File: src/hdl/ppl_pkg.sv
package ppl_pkg;
  // ----------------------------------------
  // control register layout
  // ----------------------------------------
  localparam int CTRL_W = 8;
  localparam int CTRL_STROBE = 0;
  localparam int CTRL_AUTOLF = 1;
  localparam int CTRL_INIT = 2;
  localparam int CTRL_SELECT = 3;
  localparam logic [7:0] CTRL_RESET = 8'h00;
  // ----------------------------------------
  // status register layout
  // ----------------------------------------
  localparam int STAT_ERROR = 3;
  localparam int STAT_SELECTED = 4;
  localparam int STAT_PAPER_OUT = 5;
  localparam int STAT_ACK = 6;
  localparam int STAT_BUSY = 7;
  localparam logic [7:0] DATA_RESET = 8'h00;
  localparam int SYNC_STAGES = 3;
endpackage

File: src/hdl/ppl_sync.sv
`timescale 1ns/1ps
`default_nettype none
// three-stage synchroniser; output changes once stages two and three agree
module ppl_sync #(
  parameter int W = 1
) (
  input wire logic clk,
  input wire logic rst,
  input wire logic ce,
  input wire logic [W-1:0] d,
  output logic [W-1:0] q
);
  logic [W-1:0] s1, s2, s3, next_q;
  always_comb begin
    next_q = q;
    for (int i = 0; i < W; i++) begin
      if (s2[i] == s3[i]) begin
        next_q[i] = s3[i];
      end
    end
  end
  always_ff @(posedge clk or posedge rst) begin
    if (rst) begin
      s1 <= '0;
      s2 <= '0;
      s3 <= '0;
      q <= '0;
    end else if (ce) begin
      s1 <= d;
      s2 <= s1;
      s3 <= s2;
      q <= next_q;
    end
  end
endmodule
`default_nettype wire

File: src/hdl/ppl_port.sv
// What this block does
// - select-out pin is the inverse of control bit 3.
// - initialize pin follows control bit 2 directly.
// - auto line-feed pin is the inverse of control bit 1.
// - data strobe pin is the inverse of control bit 0.
// - error input readable at status bit 3.
// - data bus released whenever the port is deselected.
`timescale 1ns/1ps
`default_nettype none
module ppl_port (
  input wire logic CLK,
  input wire logic SYS_RST,
  input wire logic CE,
  input wire logic PORT_SELECT,
  input wire logic DIR_INPUT,
  input wire logic CTRL_WE,
  input wire logic [7:0] CTRL_WDATA,
  input wire logic DATA_WE,
  input wire logic [7:0] DATA_WDATA,
  output logic [7:0] CTRL_RDATA,
  output logic [7:0] STATUS_RDATA,
  output logic [7:0] DATA_RDATA,
  output logic PRINTER_SELECT_OUT_N,
  output logic INIT_N,
  output logic AUTO_LINEFEED_N,
  output logic DATA_STROBE_N,
  input wire logic PRINTER_SELECTED_IN,
  input wire logic PAPER_OUT_IN,
  input wire logic BUSY_IN,
  input wire logic ACK_N_IN,
  input wire logic ERROR_N_IN,
  input wire logic [7:0] PRINTER_DATA_BUS_I,
  output logic [7:0] PRINTER_DATA_BUS_O,
  output logic [7:0] PRINTER_DATA_BUS_OE
);
  // ----------------------------------------
  // software registers
  // ----------------------------------------
  logic [7:0] ctrl, next_ctrl, data_out, next_data_out, data_in, next_data_in;
  logic [7:0] status, next_status;
  logic [4:0] stat_sync;
  logic [7:0] bus_sync;
  logic drive_bus;

  ppl_sync #(.W(5)) u_stat_sync (
    .clk(CLK),
    .rst(SYS_RST),
    .ce(CE),
    .d({BUSY_IN, ACK_N_IN, PAPER_OUT_IN, PRINTER_SELECTED_IN, ERROR_N_IN}),
    .q(stat_sync)
  );
  ppl_sync #(.W(8)) u_bus_sync (
    .clk(CLK),
    .rst(SYS_RST),
    .ce(CE),
    .d(PRINTER_DATA_BUS_I),
    .q(bus_sync)
  );

  always_comb begin
    next_ctrl = ctrl;
    next_data_out = data_out;
    next_data_in = data_in;
    next_status = 8'h00;
    if (CTRL_WE) begin
      next_ctrl = CTRL_WDATA;
    end
    if (DATA_WE) begin
      next_data_out = DATA_WDATA;
    end
    // input mode samples the synchronised bus
    if (PORT_SELECT && DIR_INPUT) begin
      next_data_in = bus_sync;
    end
    next_status[ppl_pkg::STAT_ERROR] = stat_sync[0];
    next_status[ppl_pkg::STAT_SELECTED] = stat_sync[1];
    next_status[ppl_pkg::STAT_PAPER_OUT] = stat_sync[2];
    next_status[ppl_pkg::STAT_ACK] = stat_sync[3];
    next_status[ppl_pkg::STAT_BUSY] = stat_sync[4];
  end

  always_ff @(posedge CLK or posedge SYS_RST) begin
    if (SYS_RST) begin
      ctrl <= ppl_pkg::CTRL_RESET;
      data_out <= ppl_pkg::DATA_RESET;
      data_in <= ppl_pkg::DATA_RESET;
      status <= 8'h00;
    end else if (CE) begin
      ctrl <= next_ctrl;
      data_out <= next_data_out;
      data_in <= next_data_in;
      status <= next_status;
    end
  end

  // ----------------------------------------
  // pins
  // ----------------------------------------
  // pin levels come straight from the control flops, no extra stage
  assign PRINTER_SELECT_OUT_N = ~ctrl[ppl_pkg::CTRL_SELECT];
  assign INIT_N = ctrl[ppl_pkg::CTRL_INIT];
  assign AUTO_LINEFEED_N = ~ctrl[ppl_pkg::CTRL_AUTOLF];
  assign DATA_STROBE_N = ~ctrl[ppl_pkg::CTRL_STROBE];
  assign drive_bus = PORT_SELECT && !DIR_INPUT;
  assign PRINTER_DATA_BUS_OE = {8{drive_bus}};
  assign PRINTER_DATA_BUS_O = data_out;
  assign CTRL_RDATA = ctrl;
  assign STATUS_RDATA = status;
  assign DATA_RDATA = data_in;

  // ----------------------------------------
  // settle counter for the status checks
  // ----------------------------------------
  // sync stages leave reset at zero while idle pins sit high, so status is
  // only trusted once the counter has saturated
  logic [3:0] settle_cnt, next_settle_cnt;
  logic settled;

  always_comb begin
    next_settle_cnt = settle_cnt;
    if (!(&settle_cnt)) begin
      next_settle_cnt = settle_cnt + 4'h1;
    end
  end

  always_ff @(posedge CLK or posedge SYS_RST) begin
    if (SYS_RST) begin
      settle_cnt <= '0;
    end else if (CE) begin
      settle_cnt <= next_settle_cnt;
    end
  end

  assign settled = &settle_cnt;
endmodule
`default_nettype wire

File: config.mk
export PLATFORM = sky130hd
export DESIGN_NAME = ppl_port
export DESIGN_NICKNAME = d
export VERILOG_FILES = /design/src/hdl/ppl_pkg.sv /design/src/hdl/ppl_sync.sv /design/src/hdl/ppl_port.sv
export SDC_FILE = /design/constraint.sdc
export NUM_CORES = 1
export LEC_CHECK = 0
export BUFFER_PORTS_ARGS = -buffer_cell sky130_fd_sc_hd__buf_2
export CAP_MARGIN = 20
export CORE_AREA = 2 2 106 67
export CTS_CLUSTER_SIZE = 14
export DETAILED_ROUTE_END_ITERATION = 8
export DIE_AREA = 0 0 108 69
export GPL_ROUTABILITY_DRIVEN = 1
export PLACE_DENSITY_LB_ADDON = 0.08
export REMOVE_ABC_BUFFERS = 1
export SYNTH_ARGS = -nofsm -noshare
export SYNTH_HDL_FRONTEND = slang
export SYNTH_HIERARCHICAL = 1
export SYNTH_SLANG_ARGS = --single-unit
File: constraint.sdc
create_clock -name CLK -period 1.2 [get_ports CLK]
set_clock_uncertainty 0.2 [all_clocks]
set_input_delay 0.06 -clock CLK [delete_from_list [all_inputs] [get_ports CLK]]
set_output_delay 0.06 -clock CLK [all_outputs]
set_load 0.03 [all_outputs]
== After elaboration in Yosys (flattened, before gate mapping) ==
Cells that the tools add are included.
Word-level totals
  register bits after elaboration: 81
  bits of input ports: 36
  output and inout bits: 44
  logic and storage cells: 58
Cells by class
  eq/ne operators: 13
  bitwise operators: 3
  reduce and logical (&&, ||, !) cells: 19
Operators by type and width (number)
  AND reduction 2 bit: 16
  == test 1 bit: 13
  NOT 1 bit: 3
  logical AND 1 bit: 2
  logical NOT 1 bit: 1

== Logic depth before layout (Yosys ltp) ==
  depth in word-level cells: 2
  gate-level depth with buffers: 5
  gate-level depth less buffers: 2

== By module ==
Netlist, hierarchy kept.
Modules (own cells, without submodules)
  ppl_sync at u_bus_sync: instances 1, cells each 94, area each 1313.8 um^2
  ppl_port: instances 1, cells each 80, area each 1208.7 um^2
  ppl_sync at u_stat_sync: instances 1, cells each 62, area each 810.8 um^2

== Least setup slack after synthesis ==
No wires, ideal clock.
  path type: register -> register
  start: register, netlist name CTRL_RDATA[2]
  end: register ctrl[2] (netlist: CTRL_RDATA[2])
  arrival: 770 ps
  path slack: 105 ps
  stages on the path, launching flop included: 2
  buffers on the path: 0
  clock period less this slack: 1095 ps
  cells stage by stage: dfrtp_1 mux2_2
RTL lines
  end signal, assigned: RTL line ppl_port.sv:84  | ctrl <= ppl_pkg::CTRL_RESET;
  end signal, assigned: RTL line ppl_port.sv:89  | ctrl <= next_ctrl;
  end, declared: RTL line ppl_port.sv:39  | logic [7:0] ctrl, next_ctrl, data_out, next_data_out, data_in, next_data_in;

== Final worst setup path ==
  start: register ctrl[3] (netlist: CTRL_RDATA[3])
  end: output PRINTER_SELECT_OUT_N
Between the ends
  cells in the longest elaborated chain, start to end: 1
Ends and longest elaborated chain
  NOT 1 bit: RTL line ppl_port.sv:100  | assign PRINTER_SELECT_OUT_N = ~ctrl[ppl_pkg::CTRL_SELECT];
  end, declared: RTL line ppl_port.sv:23  | output logic PRINTER_SELECT_OUT_N,
Every way passes these cells.

==> metrics <==
area of the core=6470 sq um; WL final=about 6 mm; CP Capture Type=output port; Sum Neg Setup Slack=-0.0596 ns; met2 Usage GRT=between 20% and 30%; leading area contributor after synthesis=dfrtp_1; multi-input logic area=1070 sq um; asr flop ratio synth=100%; Worst R2R Setup Slack=roughly 0.080 ns; Worst Reg-to-Reg Cells=2; worst vdd ir=between 0.0008 and 0.0009 V; worst skew pair latency=about 0.35 ns; Worst-path clk slew=approximately 0.080 ns; CP Data Required Time=about 0.94 ns; Die H=~69 um; DRC violation count after routing=0; P_leak=0.00205 uW; CTS tree=done; area share of the largest cell type after synthesis=around three fifths; crit-path max FO=3; die width=108 um; r2r startpoint=u_stat_sync/s2[4]$_DFFE_PP0P_; Post-synth EDFFs=0; RSZ-0062 raised after global routing=true; cts hold-fix bufs=32; max-cap viol count=0; Max Freq=~0.8 GHz; Final Cell Area=about 4400 sq um; Post-Place Worst Slack=-0.0111 ns; Root Driver=clkbuf_8; initial antenna violation count=0; sw frac=32.3%; clock tree buffer depth=2; Syn. warnings=6; most used routing layer=met2; number of routed nets with antenna violations=0; top cells by area, synth=dfrtp_1 61%, mux2_2 20%, buf_4 3.2%; FP Rows=23; Post-layout nets=a little under 400; Hold Path Class=in2reg; final worst-path cycle share=102%; DR vias=2,077; total I/O pin count=80; number of global-route vias before repair=2,084; M3 GR Usage=7.47%; largest net degree at the start of global routing=27; CP startpoint kind=flip-flop; failing checks=negative hold slack, negative setup slack; CTS sink count=81; syn avg cell area=~14 sq um; Synth Area in Compound Gates=6.94%; total global-route track usage=between 10% and 20%; H-Tree Level Count=3; Die ar.=between 7000 and 8000 sq um; post-synthesis sequential area ratio=between 60% and 70%; Net Switching=around 2600 uW; Area after DPL=around 3800 sq um; Post-CTS Setup Bufs=0; Final HPWL DP=roughly 4 mm; Clock power frac=between 20% and 30%; mux share of post-synthesis cell area=a little over 20%; Endpoint, Worst Hold=u_stat_sync/s3[2]$_DFFE_PP0P_; most frequent cell after synthesis=dfrtp_1; Final Core Density=68.5%; Power Density=around 1800 nW/um^2; Post-Synth Adder-Cell Area=0%; ANT cells=0; first-pass GRT wire length=about 10 mm; Seq pwr share=between 40 and 50%; grt total ovfl=0; start point of the worst hold path=CE; layout cells sized above 1=48.3%; Post-Syn Instances=roughly 240; endpoints failing setup=4; RD Place Congestion=between 0.6 and 0.7; status=complete, but fails checks; mapped cell area=~3300 sq um; worst endpoint data arrival time=about 0.96 ns; Initial Util=between 50% and 60%; area added between synthesis and finish=33.0%; simple-gate share of the synthesized area=4.50%; final hold vios=17; DRT Pass-1 Iters=4; Critical Path Source=CTRL_RDATA[3]$_DFFE_PP0P_; port bufs=between 70 and 80; top cells by count, synth=81 x dfrtp_1, 60 x mux2_2, 14 x buf_4, 14 x inv_1, 11 x nand2b_1; Final WS setup=-0.0191 ns; Combinational Power Share=30.0%; worst hold path depth=4; cts bufs inserted=9; Fillers=485; Synth Flop Type=dfrtp_1; drt wl/cell=around 14 um; xor/xnor cell area share of the yosys netlist=0%; #FFs+latches synth=between 80 and 90; Starting DRT DRC Count=58; fin crit period=roughly 1.2 ns; cell-internal power=5440 uW; final hold slack=-0.0505 ns; GR Util met1=approximately a quarter; Synth cell types=19; largest family of logic cells by synthesized area=multiplexers; Seq. cell area=just over 2000 sq um; Final Max Tran Viols=0; R2R Path End=u_stat_sync/q[4]$_DFFE_PP0P_; kind of critical path=reg2out; Vias per Instance=4.71
timing repair:
item                       4_1_cts  5_1_grt
setup endpoints to repair       11       33
hold endpoints to repair       121       19
resized for setup               17       59
critical path: stages, from the launching register on:
cell and delay, ns:
dfrtp_1 0.42, inv_2 0.07, buf_6 0.12
kinds of logic after synthesis:
| family | after synthesis |
|---|---|
| mux | 60 |
| flops | 81 |
| other cells | 1 |
| buf+inv | 35 |
| simple gates | 25 |
| compound gates | 34 |
power by group through the flow:
stage	logic, uW	registers, uW	clock network (uW)
final	2410	3820	1800
after global routing	2570	3920	1990
after CTS	2230	3780	1860
after detailed placement	2050	3820	0
after global placement	2020	3810	0
after floorplan	832	4330	0
cell usage in the layout, fill, tap and decap left out:
cell,instances
a21o_1,5
conb_1,3
dlygate4sd3_1,31
nand3_4,1
dfrtp_1,81
inv_2,3
buf_4,18
clkinvlp_4,3
nand2_2,2
inv_1,11
a21oi_1,8
buf_12,3
a22o_1,5
o2bb2ai_1,8
o21ai_0,8
mux2_2,60
buf_6,23
nand2_1,8
nand2b_1,11
clkinv_2,1
clkbuf_8,11
buf_2,46
or2b_1,2
clkbuf_1,1
nor2b_1,1
state kept, by name, indices dropped and copies added (netlist names), 8 cells and up:
signal,count
u_bus_sync/s3,8
u_bus_sync/q,8
u_bus_sync/s1,8
PRINTER_DATA_BUS_O,8
u_bus_sync/s2,8
DATA_RDATA,8
CTRL_RDATA,8
per-stage QoR:
step | instances | power [uW]
after floorplan | 217 | 5160
after global placement | 394 | 5830
after detailed placement | 394 | 5870
after CTS | 442 | 7880
after global routing | 441 | 8490
final | 441 | 8040
metal layers:
layer	vias to the layer above	wire length, um
li1	1020	-
met1	1010	2890
met2	38	2930
met3	9	266
met4	0	72
met5	-	0
area by class of cell:
cell class | instances | share of cell area [%]
Sequential cell | 81 | 45.7
Multi-Input combinational cell | 122 | 24.1
Timing Repair Buffer | 121 | 22.4
Clock buffer | 12 | 3.50
Tap cell | 87 | 2.45
Inverter | 14 | 1.19
Clock inverter | 4 | 0.621
worst max-delay path by stage:
stage	end	slack (ns)
2_1_floorplan	PRINTER_DATA_BUS_OE[0]	-2.26
3_3_place_gp	CTRL_RDATA[6]$_DFFE_PP0P_	0.01
3_5_place_dp	CTRL_RDATA[4]$_DFFE_PP0P_	-0.01
4_1_cts	PRINTER_SELECT_OUT_N	-0.02
5_1_grt	DATA_STROBE_N	-0.07
6_report	PRINTER_SELECT_OUT_N	-0.02
(Power assumes the default switching activity.)
